## src/rtl/ltv_pkg.sv

```systemverilog
/*
 * Shared constants for the LCD/TV digital video port: widths, default
 * timing, reset levels and clock figures.
 * Assumes the port logic runs on a single 10 MHz system clock.
 */
package ltv_pkg;
    // ------------------------------------------------------------
    // widths and buffering
    // ------------------------------------------------------------
    localparam int DATA_W = 12;
    localparam int CNT_W = 12;
    localparam int FIFO_DEPTH = 16;

    // ------------------------------------------------------------
    // clock figures
    // ------------------------------------------------------------
    localparam int SYS_CLK_HZ = 10_000_000;
    localparam int TV_CLK_MIN_HZ = 20_000_000;
    localparam int TV_CLK_MAX_HZ = 40_000_000;
    localparam int TV_DUTY_MIN_PCT = 40;
    localparam int REF_CLK_MAX_HZ = 85_000_000;
    localparam int SE_CLK_MAX_HZ = 65_000_000;
    localparam int REF_HALF_DEF = 2;

    // ------------------------------------------------------------
    // default raster timing, in pixels and lines
    // ------------------------------------------------------------
    localparam int H_ACT_DEF = 8;
    localparam int H_BRD_DEF = 2;
    localparam int H_FP_DEF = 2;
    localparam int H_SYNC_DEF = 2;
    localparam int H_BP_DEF = 2;
    localparam int V_ACT_DEF = 4;
    localparam int V_BRD_DEF = 1;
    localparam int V_FP_DEF = 1;
    localparam int V_SYNC_DEF = 1;
    localparam int V_BP_DEF = 1;

    // ------------------------------------------------------------
    // reset levels
    // ------------------------------------------------------------
    localparam logic [11:0] DATA_RST = 12'h000;
    localparam logic BLANK_N_RST = 1'b1;
    localparam logic SYNC_RST = 1'b0;
    localparam logic REF_CLK_RST = 1'b0;
endpackage

```

## src/rtl/ltv_port.sv

```systemverilog
/*
 * LCD/TV digital video port: raster timing, 12-bit pixel output, syncs,
 * blank/border flag, reference clock pair, shared TV clock / panel
 * interrupt pin and open-drain two-wire control pins.
 * Assumes a 10 MHz I_CLK; the shared pin and two-wire pins are
 * asynchronous and are synchronised here. Pixels arrive as a stream.
 */
`timescale 1ns/1ps
module ltv_port #(
    parameter int H_ACT = ltv_pkg::H_ACT_DEF,
    parameter int H_BRD = ltv_pkg::H_BRD_DEF,
    parameter int H_FP = ltv_pkg::H_FP_DEF,
    parameter int H_SYNC = ltv_pkg::H_SYNC_DEF,
    parameter int H_BP = ltv_pkg::H_BP_DEF,
    parameter int V_ACT = ltv_pkg::V_ACT_DEF,
    parameter int V_BRD = ltv_pkg::V_BRD_DEF,
    parameter int V_FP = ltv_pkg::V_FP_DEF,
    parameter int V_SYNC = ltv_pkg::V_SYNC_DEF,
    parameter int V_BP = ltv_pkg::V_BP_DEF,
    parameter int REF_HALF = ltv_pkg::REF_HALF_DEF,
    parameter int FIFO_DEPTH = ltv_pkg::FIFO_DEPTH
) (
    // clock and reset
    input wire logic I_CLK,
    input wire logic I_NRST,
    // configuration
    input wire logic I_TV_MODE,
    input wire logic I_SINGLE_ENDED,
    input wire logic I_HSYNC_POL,
    input wire logic I_VSYNC_POL,
    input wire logic I_BORDER_IND,
    // pixel stream in
    input wire logic I_PIX_VALID,
    output logic O_PIX_READY,
    input wire logic [ltv_pkg::DATA_W-1:0] I_PIX_DATA,
    // shared tv clock / panel interrupt pin
    input wire logic I_TV_PIXEL_CLOCK_OR_PANEL_IRQ,
    output logic O_PANEL_PULLUP_EN,
    output logic O_PANEL_IRQ,
    // video pins
    output logic [1:0] O_PORT_REFERENCE_CLOCK_PAIR,
    output logic [ltv_pkg::DATA_W-1:0] O_PORT_PIXEL_DATA,
    output logic O_PORT_HORIZONTAL_SYNC,
    output logic O_PORT_VERTICAL_SYNC,
    output logic O_BLANK_BORDER_FLAG_N,
    // two-wire clock pin
    input wire logic I_PORT_TWO_WIRE_CLOCK,
    output logic O_PORT_TWO_WIRE_CLOCK,
    output logic O_PORT_TWO_WIRE_CLOCK_OE,
    // two-wire data pin
    input wire logic I_PORT_TWO_WIRE_DATA,
    output logic O_PORT_TWO_WIRE_DATA,
    output logic O_PORT_TWO_WIRE_DATA_OE,
    // two-wire user side
    input wire logic I_TW_CLOCK_PULL_LOW,
    input wire logic I_TW_DATA_PULL_LOW,
    output logic O_TW_CLOCK_LEVEL,
    output logic O_TW_DATA_LEVEL
);
    localparam int CW = ltv_pkg::CNT_W;
    localparam int DW = ltv_pkg::DATA_W;
    localparam int H_TOT = H_ACT + H_BRD + H_FP + H_SYNC + H_BP + H_BRD;
    localparam int V_TOT = V_ACT + V_BRD + V_FP + V_SYNC + V_BP + V_BRD;
    localparam int H_SS = H_ACT + H_BRD + H_FP;
    localparam int V_SS = V_ACT + V_BRD + V_FP;

    // true when lo <= cnt < hi
    function automatic logic in_range(input logic [CW-1:0] cnt,
                                      input int lo, input int hi);
        in_range = (cnt >= CW'(lo)) && (cnt < CW'(hi));
    endfunction

    // border lies after the active span and before its start
    function automatic logic in_border(input logic [CW-1:0] cnt,
                                       input int act, input int brd,
                                       input int tot);
        in_border = in_range(cnt, act, act + brd) || in_range(cnt, tot - brd, tot);
    endfunction

    // ------------------------------------------------------------
    // input synchronisers
    // ------------------------------------------------------------
    logic [2:0] shared_sync, next_shared_sync;
    logic [1:0] twc_sync, next_twc_sync;
    logic [1:0] twd_sync, next_twd_sync;

    // two stages each; a third stage on the shared pin for edge finding
    always_comb begin
        next_shared_sync = {shared_sync[1:0], I_TV_PIXEL_CLOCK_OR_PANEL_IRQ};
        next_twc_sync = {twc_sync[0], I_PORT_TWO_WIRE_CLOCK};
        next_twd_sync = {twd_sync[0], I_PORT_TWO_WIRE_DATA};
    end

    always_ff @(posedge I_CLK or negedge I_NRST) begin
        if (!I_NRST) begin
            shared_sync <= 3'h7;
            twc_sync <= 2'h3;
            twd_sync <= 2'h3;
        end else begin
            shared_sync <= next_shared_sync;
            twc_sync <= next_twc_sync;
            twd_sync <= next_twd_sync;
        end
    end

    // ------------------------------------------------------------
    // reference clock and pixel tick
    // ------------------------------------------------------------
    logic [CW-1:0] ref_div, next_ref_div;
    logic ref_clk, next_ref_clk;
    logic [1:0] ref_pair, next_ref_pair;
    logic pix_tick;

    always_comb begin
        next_ref_div = ref_div + 1'b1;
        next_ref_clk = ref_clk;
        if (ref_div == CW'(REF_HALF - 1)) begin
            next_ref_div = '0;
            next_ref_clk = !ref_clk;
        end
        if (I_TV_MODE) begin
            pix_tick = shared_sync[1] && !shared_sync[2];
        end else begin
            pix_tick = (ref_div == CW'(REF_HALF - 1)) && !ref_clk;
        end
        next_ref_pair[0] = next_ref_clk;
        next_ref_pair[1] = I_SINGLE_ENDED ? ltv_pkg::REF_CLK_RST : !next_ref_clk;
    end

    always_ff @(posedge I_CLK or negedge I_NRST) begin
        if (!I_NRST) begin
            ref_div <= '0;
            ref_clk <= ltv_pkg::REF_CLK_RST;
            ref_pair <= {2{ltv_pkg::REF_CLK_RST}};
        end else begin
            ref_div <= next_ref_div;
            ref_clk <= next_ref_clk;
            ref_pair <= next_ref_pair;
        end
    end

    // ------------------------------------------------------------
    // pixel buffer
    // ------------------------------------------------------------
    logic fifo_wr_ready;
    logic fifo_rd_valid;
    logic fifo_rd_ready;
    logic [DW-1:0] fifo_rd_data;

    pixel_fifo #(
        .W(DW),
        .DEPTH(FIFO_DEPTH)
    ) u_fifo (
        .i_clk(I_CLK),
        .i_nrst(I_NRST),
        .i_wr_valid(I_PIX_VALID),
        .o_wr_ready(fifo_wr_ready),
        .i_wr_data(I_PIX_DATA),
        .o_rd_valid(fifo_rd_valid),
        .i_rd_ready(fifo_rd_ready),
        .o_rd_data(fifo_rd_data)
    );

    // ------------------------------------------------------------
    // raster counters
    // ------------------------------------------------------------
    logic [CW-1:0] h_cnt, next_h_cnt;
    logic [CW-1:0] v_cnt, next_v_cnt;
    logic h_act, v_act, h_brd, v_brd, pix_active;

    // advance one pixel per tick, wrap line then frame
    always_comb begin
        next_h_cnt = h_cnt;
        next_v_cnt = v_cnt;
        if (pix_tick) begin
            if (h_cnt == CW'(H_TOT - 1)) begin
                next_h_cnt = '0;
                next_v_cnt = (v_cnt == CW'(V_TOT - 1)) ? '0 : v_cnt + 1'b1;
            end else begin
                next_h_cnt = h_cnt + 1'b1;
            end
        end
        h_act = in_range(h_cnt, 0, H_ACT);
        v_act = in_range(v_cnt, 0, V_ACT);
        h_brd = in_border(h_cnt, H_ACT, H_BRD, H_TOT);
        v_brd = in_border(v_cnt, V_ACT, V_BRD, V_TOT);
        pix_active = h_act && v_act;
        // one word drains per active pixel
        fifo_rd_ready = pix_tick && pix_active;
    end

    always_ff @(posedge I_CLK or negedge I_NRST) begin
        if (!I_NRST) begin
            h_cnt <= '0;
            v_cnt <= '0;
        end else begin
            h_cnt <= next_h_cnt;
            v_cnt <= next_v_cnt;
        end
    end

    // ------------------------------------------------------------
    // video outputs
    // ------------------------------------------------------------
    logic [DW-1:0] pix_data, next_pix_data;
    logic hsync, next_hsync;
    logic vsync, next_vsync;
    logic blank_n, next_blank_n;
    logic marked;

    // outputs change only on a pixel tick
    always_comb begin
        next_pix_data = pix_data;
        next_hsync = hsync;
        next_vsync = vsync;
        next_blank_n = blank_n;
        if (I_BORDER_IND) begin
            marked = (h_act || h_brd) && (v_act || v_brd);
        end else begin
            marked = pix_active;
        end
        if (pix_tick) begin
            next_pix_data = (pix_active && fifo_rd_valid) ? fifo_rd_data : ltv_pkg::DATA_RST;
            next_hsync = in_range(h_cnt, H_SS, H_SS + H_SYNC) ? I_HSYNC_POL : !I_HSYNC_POL;
            next_vsync = in_range(v_cnt, V_SS, V_SS + V_SYNC) ? I_VSYNC_POL : !I_VSYNC_POL;
            next_blank_n = !marked;
        end
    end

    always_ff @(posedge I_CLK or negedge I_NRST) begin
        if (!I_NRST) begin
            pix_data <= ltv_pkg::DATA_RST;
            hsync <= ltv_pkg::SYNC_RST;
            vsync <= ltv_pkg::SYNC_RST;
            blank_n <= ltv_pkg::BLANK_N_RST;
        end else begin
            pix_data <= next_pix_data;
            hsync <= next_hsync;
            vsync <= next_vsync;
            blank_n <= next_blank_n;
        end
    end

    // ------------------------------------------------------------
    // panel interrupt and two-wire pins
    // ------------------------------------------------------------
    logic irq, next_irq;
    logic pullup_en, next_pullup_en;
    logic twc_oe, next_twc_oe;
    logic twd_oe, next_twd_oe;
    logic twc_lvl, next_twc_lvl;
    logic twd_lvl, next_twd_lvl;

    always_comb begin
        next_pullup_en = !I_TV_MODE;
        next_irq = !I_TV_MODE && !shared_sync[1];
        next_twc_oe = I_TW_CLOCK_PULL_LOW;
        next_twd_oe = I_TW_DATA_PULL_LOW;
        next_twc_lvl = twc_sync[1];
        next_twd_lvl = twd_sync[1];
    end

    always_ff @(posedge I_CLK or negedge I_NRST) begin
        if (!I_NRST) begin
            irq <= 1'b0;
            pullup_en <= 1'b0;
            twc_oe <= 1'b0;
            twd_oe <= 1'b0;
            twc_lvl <= 1'b1;
            twd_lvl <= 1'b1;
        end else begin
            irq <= next_irq;
            pullup_en <= next_pullup_en;
            twc_oe <= next_twc_oe;
            twd_oe <= next_twd_oe;
            twc_lvl <= next_twc_lvl;
            twd_lvl <= next_twd_lvl;
        end
    end

    // ------------------------------------------------------------
    // port drive
    // ------------------------------------------------------------
    assign O_PIX_READY = fifo_wr_ready;
    assign O_PANEL_PULLUP_EN = pullup_en;
    assign O_PANEL_IRQ = irq;
    assign O_PORT_REFERENCE_CLOCK_PAIR = ref_pair;
    assign O_PORT_PIXEL_DATA = pix_data;
    assign O_PORT_HORIZONTAL_SYNC = hsync;
    assign O_PORT_VERTICAL_SYNC = vsync;
    assign O_BLANK_BORDER_FLAG_N = blank_n;
    // open-drain pins always drive zero when enabled
    assign O_PORT_TWO_WIRE_CLOCK = 1'b0;
    assign O_PORT_TWO_WIRE_CLOCK_OE = twc_oe;
    assign O_PORT_TWO_WIRE_DATA = 1'b0;
    assign O_PORT_TWO_WIRE_DATA_OE = twd_oe;
    assign O_TW_CLOCK_LEVEL = twc_lvl;
    assign O_TW_DATA_LEVEL = twd_lvl;
endmodule

```

## src/rtl/pixel_fifo.sv

```systemverilog
/*
 * Pixel FIFO with valid/ready on both sides and a registered read word.
 * Assumes one clock and an asynchronous active-low reset.
 */
`timescale 1ns/1ps
module pixel_fifo #(
    parameter int W = 12,
    parameter int DEPTH = 16
) (
    // clock and reset
    input wire logic i_clk,
    input wire logic i_nrst,
    // fill side
    input wire logic i_wr_valid,
    output logic o_wr_ready,
    input wire logic [W-1:0] i_wr_data,
    // drain side
    output logic o_rd_valid,
    input wire logic i_rd_ready,
    output logic [W-1:0] o_rd_data
);
    localparam int AW = $clog2(DEPTH);

    logic [W-1:0] mem [DEPTH];
    logic [AW-1:0] wptr, next_wptr;
    logic [AW-1:0] rptr, next_rptr;
    logic [AW:0] count, next_count;
    logic room, next_room;
    logic rd_valid, next_rd_valid;
    logic push, pop;

    // pointer, level and output stage bookkeeping
    always_comb begin
        push = i_wr_valid && room;
        pop = (count != '0) && (!rd_valid || i_rd_ready);
        next_wptr = push ? wptr + 1'b1 : wptr;
        next_rptr = pop ? rptr + 1'b1 : rptr;
        next_count = count + (AW+1)'(push) - (AW+1)'(pop);
        next_room = (next_count != (AW+1)'(DEPTH));
        if (pop) begin
            next_rd_valid = 1'b1;
        end else if (i_rd_ready) begin
            next_rd_valid = 1'b0;
        end else begin
            next_rd_valid = rd_valid;
        end
    end

    // register state; room is a flop so ready leaves a register
    always_ff @(posedge i_clk or negedge i_nrst) begin
        if (!i_nrst) begin
            wptr <= '0;
            rptr <= '0;
            count <= '0;
            room <= 1'b1;
            rd_valid <= 1'b0;
        end else begin
            wptr <= next_wptr;
            rptr <= next_rptr;
            count <= next_count;
            room <= next_room;
            rd_valid <= next_rd_valid;
        end
    end

    // storage and registered read word
    always_ff @(posedge i_clk) begin
        if (push) begin
            mem[wptr] <= i_wr_data;
        end
        if (pop) begin
            o_rd_data <= mem[rptr];
        end
    end

    assign o_wr_ready = room;
    assign o_rd_valid = rd_valid;
endmodule

```

## config.mk

```make
export PLATFORM = sky130hd
export DESIGN_NAME = ltv_port
export DESIGN_NICKNAME = d
export VERILOG_FILES = /design/src/rtl/ltv_pkg.sv /design/src/rtl/ltv_port.sv /design/src/rtl/pixel_fifo.sv
export SDC_FILE = /design/constraint.sdc
export NUM_CORES = 1
export LEC_CHECK = 0
export BUFFER_PORTS_ARGS = -buffer_cell sky130_fd_sc_hd__buf_2
export CAP_MARGIN = 15
export CORE_MARGIN = 5
export CORE_UTILIZATION = 55
export CTS_CLUSTER_SIZE = 14
export DETAILED_ROUTE_END_ITERATION = 8
export GPL_TIMING_DRIVEN = 0
export PLACE_DENSITY_LB_ADDON = 0.3
export SKIP_LAST_GASP = 1
export SYNTH_ARGS = -nofsm -noshare
export SYNTH_HDL_FRONTEND = slang
export SYNTH_SLANG_ARGS = --single-unit
```

## constraint.sdc

```tcl
create_clock -name I_CLK -period 3.7 [get_ports I_CLK]
set_input_delay 0.74 -clock I_CLK [delete_from_list [all_inputs] [get_ports I_CLK]]
set_output_delay 0.74 -clock I_CLK [all_outputs]
set_load 0.005 [all_outputs]
```

* After elaboration in Yosys (flattened, before gate mapping)
Memories as Yosys holds them, arrays and structs flattened. A register that Yosys moved wholly into a read port is not among the register bits. Index checks and enable logic that the tools add are counted.
Storage, ports and cells: logic and storage cells 99, bits in registers 82, memories 1, output and inout port bits 26, memory bits (writable) 192
Cells by class: add/subtract/negate cells 7, $lt $le $gt $ge 16, equality and inequality tests 4, reduce and logical (&&, ||, !) cells 34, mux-type cells 14
Memory list:
- u_fifo.mem | words 16, bits a word 12, rd ports 1, clocked after memory_dff 1, wr ports 1, RTL line pixel_fifo.sv:24 | logic [W-1:0] mem [DEPTH];
Operators by type and width (count):
- $lt A12 B4 Y1 const B | 4
- $mux W12 | 4
- $add A12 B1 Y12 const B | 3
- $ge A12 B4 Y1 const B | 3
- $lt A12 B3 Y1 const B | 3
- $ge A12 B1 Y1 const B | 2
- $ge A12 B3 Y1 const B | 2
- $logic_and A1 B1 Y1 | 17
- $eq A12 B1 Y1 const B | 1
- $eq A12 B4 Y1 const B | 1
- $eq A12 B5 Y1 const B | 1
- $ge A12 B5 Y1 const B | 1
- $lt A12 B5 Y1 const B | 1
- $mux W1 | 10
- $logic_not A1 Y1 | 9
- $add A4 B1 Y4 const B | 2
- $add A5 B1 Y5 | 1
- $logic_or A1 B1 Y1 | 5
- $ne A5 B5 Y1 const B | 1
- $reduce_bool A5 Y1 | 1
- $sub A5 B1 Y5 | 1
- $reduce_and A2 Y1 | 1
- $reduce_bool A2 Y1 | 1

* Depth between registers and ports, before layout
depth after elaboration 8, gate-level depth with buffers 18

* Cells and area by module
Synthesis repeated with hierarchy kept, for this count alone.
Second synthesis, totals: cell total of the unflattened synthesis 677, area total of the unflattened synthesis 11587.4 um^2
Modules (own cells, without submodules):
- pixel_fifo | times used 1, cells an instance 390, area an instance 8520.7 um^2
- ltv_port | times used 1, cells an instance 287, area an instance 3066.7 um^2

* Worst setup path before layout
Ideal clock, no wire load.
path type register to register, from register ref_div[1], to register u_fifo.room, in the netlist u_fifo.o_wr_ready, clock period less this slack 3.755 ns, slack -0.055 ns, data arrival time 3.668 ns, library setup time 0.086 ns, cell stages (with the launch flop) 19, required time 3.614 ns, cell sequence dfrtp_1 > inv_1 > ha_1 > nor4b_1 > nand2_1 > nor4_1 > ha_1 > nand2b_1 > a211o_1 > a2bb2oi_1 > inv_1 > ha_1 > inv_1 > ha_1 > fa_1 > a21oi_1 > o21bai_1 > xnor2_1 > nand3b_1
On the way: word-level cells in the longest chain between the ends 8
RTL lines:
- from (decl) | RTL line ltv_port.sv:109 | logic [CW-1:0] ref_div, next_ref_div;
- from (signal assigned) | RTL line ltv_port.sv:136 | ref_div <= next_ref_div;
- $eq A12 B1 Y1 | RTL line ltv_port.sv:124 | pix_tick = (ref_div == CW'(REF_HALF - 1)) && !ref_clk;
- $logic_and A1 B1 Y1 | RTL line ltv_port.sv:124
- $mux W1 | RTL line ltv_port.sv:121 | if (I_TV_MODE) begin
- $logic_and A1 B1 Y1 | RTL line ltv_port.sv:189 | fifo_rd_ready = pix_tick && pix_active;
- $logic_or A1 B1 Y1 | RTL line pixel_fifo.sv:35 | pop = (count != '0) && (!rd_valid || i_rd_ready);
- $logic_and A1 B1 Y1 | RTL line pixel_fifo.sv:35
- $sub A5 B1 Y5 | RTL line pixel_fifo.sv:38 | next_count = count + (AW+1)'(push) - (AW+1)'(pop);
- named net u_fifo.next_count[4] | RTL line pixel_fifo.sv:27 | logic [AW:0] count, next_count;
- $ne A5 B5 Y1 | RTL line pixel_fifo.sv:39 | next_room = (next_count != (AW+1)'(DEPTH));
- named net u_fifo.next_room | RTL line pixel_fifo.sv:28 | logic room, next_room;
- to (signal assigned) | RTL line pixel_fifo.sv:61 | room <= next_room;
- to (decl) | RTL line pixel_fifo.sv:28
The timed path passes the listed nets, and every way through them passes these cells. A chain may end at the register's enable or synchronous reset.

* Worst setup path in the final report
Same ends and word-level chain as after synthesis.

==> run_results.csv <==
group,metric,value,unit
outcome,outcome,"finished clean",
floorplan,die_w,154.7,um
timing,setup_viol,0,
timing,fin_crit_sh,94.85,%
floorplan,rows,53,
global_routing,grt_max_degree,51,
place,place_congestion,0.7935,
floorplan,die-area,0.02394,mm2
finish,final_util,63.66,%
synthesis,syn_area,0.01152,mm2
routing,drt_pass1_iterations,5,
place,placed_area,0.01214,mm2
floorplan,start_util,55.31,%
clocking,cts.sink_count,285,
global_routing,grt_pass1_wl,36.91,mm
global_routing,grt_pass1_vias,6606,
timing,clock_skew,0.02199,ns
synthesis,synth_cells,680,
critical_path,end_kind,"flop",
pwr,vdd_drop_max,0.0003405,V
synthesis,synthFlopType,"edfxtp_1",
synthesis,ys_types,60,
place,port_buffers,48,
timing,finalHoldViolCount,0,
timing,finalMaxSlewViolations,0,
synthesis,ys_warn_count,0,
timing,max_freq,284.9,MHz
place,hpwl,15.08,mm
routing,antenna_left,0,
floorplan,fp.dieH,154.7,um
job,drv_cap,0,
worst_hold_path,hold_path.class,"input port to asynchronous set/reset pin",
clocking,cts_buffer_depth,3,
routing,drc,0,
routing,routedWlPerCell,21.54,um
critical_path,arrival,3.96,ns
routing,vias_per_cell,5.877,
clocking,cts.clk_slew.worst_paths,0.06,ns
timing,max_slew_margin,47.66,%
clocking,htree_levels,1,
finish,fillCellCount,1473,
floorplan,io-pin-count,51,
timing,fin_crit,3.509,ns
clocking,cts_root_buf,"clkbuf_16",
clocking,cts_inserted_buffers,29,
synthesis,synthArstFlopShare,28.42,%
finish,drive_gt1_share,24.21,%
critical_path,cp.required,4.16,ns
routing,drtIter0Drc,434,
synthesis,avgSynthCellArea,16.94,um2
pwr,power_per_cell_area,736.3,mW/mm2
critical_path,startpoint_type,"flop",
floorplan,core-area,0.02082,mm2
clocking,tritoncts,"yes",
global_routing,antenna_found_initial,0,
timing,worst_slew_pin_slew,0.7851,ns
timing,timing.final.ws_setup,0.1906,ns
finish,antenna-diode-count,0,
finish,final_nets,814,
clocking,clk_latency,0.55,ns
clocking,hold_buffers,0,
critical_path,crit_fanout,7,
routing,drt_wl_total,22.92,mm
place,dp_slack,-0.6382,ns
finish,area_growth,15.10,%
routing,vias,6253,
synthesis,ys_ff_latch,285,
synthesis,yosysSeqAreaShare,70.91,%
finish,design_area,0.01326,mm2
global_routing,grt_usage,19.67,%
critical_path,critPathKind,"flop to flop",
global_routing,grt_overflow,0,
pwr,p_leak,5.014,nW
synthesis,synth-edff-count,204,
==> critical path, stage by stage (launching register included) <==
cell	delay [ns]
dfrtp_1	0.38
inv_1	0.06
ha_1	0.14
nor4b_4	0.21
nand2_2	0.11
nor4_4	0.19
ha_2	0.26
nand2b_4	0.09
a211o_1	0.32
a2bb2oi_4	0.21
inv_4	0.07
ha_1	0.12
inv_1	0.04
ha_1	0.20
fa_2	0.39
a21oi_2	0.16
o21bai_1	0.09
xnor2_1	0.23
nand3b_1	0.15
==> worst paths after layout <==
kind	cells after the start	slack (ns)	start	to
max	18	0.19	ref_div[1]	u_fifo.o_wr_ready
min	1	0.12	I_NRST	v_cnt[7]
max reg2reg	18	0.19	ref_div[1]	u_fifo.o_wr_ready
min reg2reg	0	0.36	twd_sync[1]	O_TW_DATA_LEVEL
max in group asynchronous	2	2.96	I_NRST	u_fifo.o_wr_ready
min in group I_CLK	1	0.30	I_TW_CLOCK_PULL_LOW	O_PORT_TWO_WIRE_CLOCK_OE
==> Yosys cell counts, types with 4 or more instances <==
library cell / n / area, um2
a21o_1: 7 / 52.55
a21oi_1: 14 / 70.07
a221o_1: 6 / 60.06
a221oi_1: 12 / 105.1
a22o_2: 10 / 100.1
a32oi_1: 4 / 35.03
and2_1: 14 / 87.58
and3_1: 12 / 75.07
buf_4: 9 / 67.56
clkbuf_1: 17 / 63.81
dfrtp_1: 70 / 1752
dfstp_2: 11 / 289.0
edfxtp_1: 204 / 6126
ha_1: 20 / 250.2
inv_1: 23 / 86.33
mux2i_1: 24 / 240.2
mux4_2: 36 / 810.8
nand2_1: 19 / 71.32
nand3_1: 27 / 135.1
nand4_1: 6 / 37.54
nor2_1: 11 / 41.29
nor2b_1: 8 / 50.05
nor3_1: 7 / 35.03
nor4_1: 5 / 31.28
o211ai_1: 5 / 37.54
o21ai_0: 21 / 105.1
xnor2_1: 23 / 201.4
xor2_1: 11 / 96.34
==> stage by stage <==
| step | TNS, ns | cells | power, W | hold slack (ns) |
|---|---|---|---|---|
| 2_1_floorplan | 0 | 681 | 0.005893 | 0.3452 |
| 3_3_place_gp | -1.388 | 1004 | 0.006559 | 0.3487 |
| 3_5_place_dp | -1.732 | 1005 | 0.006694 | 0.3490 |
| 4_1_cts | 0 | 1060 | 0.009798 | 0.1232 |
| 5_1_grt | -0.04109 | 1064 | 0.01022 | 0.1552 |
| 6_report | 0 | 1064 | 0.009761 | 0.1193 |
==> metal layers <==
metal | GRT usage, % | vias up | routed length, um
li1 | - | 2826 | -
met3 | 3.553 | 33 | 1383
met4 | 4.668 | 0 | 402
met1 | 27.11 | 3178 | 9554
met5 | 0 | - | 0
met2 | 33.09 | 216 | 11580
==> repair_timing <==
| action | CTS | global route |
|---|---|---|
| gates cloned | 0 | 0 |
| resized for setup | 8 | 7 |
| setup endpoints to repair | 5 | 2 |
| pin swaps | 4 | 6 |
| setup buffers | 3 | 3 |
==> sequential cells by signal (all words and copies together) (netlist names), 2 cells and up <==
signal                       cells
u_fifo.mem                     192
O_PORT_PIXEL_DATA               12
h_cnt                           12
ref_div                         12
u_fifo.o_rd_data                12
v_cnt                           12
u_fifo.count                     5
u_fifo.rptr                      4
u_fifo.wptr                      4
shared_sync                      3
O_PORT_REFERENCE_CLOCK_PAIR      2
twc_sync                         2
twd_sync                         2
==> cell families after synthesis <==
family	count (synthesis)	synth area share, %
AO/OA/AOI/OAI	95	6.203
XOR/XNOR	34	2.586
adder cells (fa/ha/maj)	21	2.347
buffers and inverters	53	2.173
flip-flops	285	70.91
multiplexers	62	9.321
other	1	0.03256
AND/OR/NAND/NOR	129	6.431
==> where the power goes <==
| part | internal, W | switching, W |
|---|---|---|
| Sequential | 0.00393 | 0.000221 |
| Clock | 0.00185 | 0.00117 |
| Combinational | 0.00116 | 0.00143 |
==> placed cells by master (no fill, tap or decap), types with 3 or more instances in the layout <==
master / n
a21o_1: 7
a21oi_1: 13
a221o_1: 6
a221oi_1: 12
a22o_2: 10
a32oi_1: 4
and2_1: 14
and3_1: 12
buf_2: 49
buf_4: 16
bufinv_16: 6
clkbuf_1: 21
clkbuf_16: 29
clkinv_1: 3
clkinv_2: 6
dfrtp_1: 70
dfstp_2: 11
edfxtp_1: 204
ha_1: 19
inv_1: 22
mux2i_1: 24
mux4_2: 36
nand2_1: 18
nand3_1: 27
nand4_1: 6
nor2_1: 11
nor2b_1: 8
nor3_1: 7
o211ai_1: 5
o21ai_0: 21
xnor2_1: 23
xor2_1: 11
==> layout make-up <==
cell class                      instances  area (um2)  share of cell area, %
Buffer                                 30       163.9                  1.236
Clock inverter                         19       249.0                  1.878
Inverter                               23       88.84                 0.6701
Tap cell                              275       344.1                  2.596
Sequential cell                       285        8167                  61.60
Multi-Input combinational cell        343        3183                  24.01
Timing Repair Buffer                   56       320.3                  2.416
Clock buffer                           33       740.7                  5.588
(Power assumes the default switching activity.)
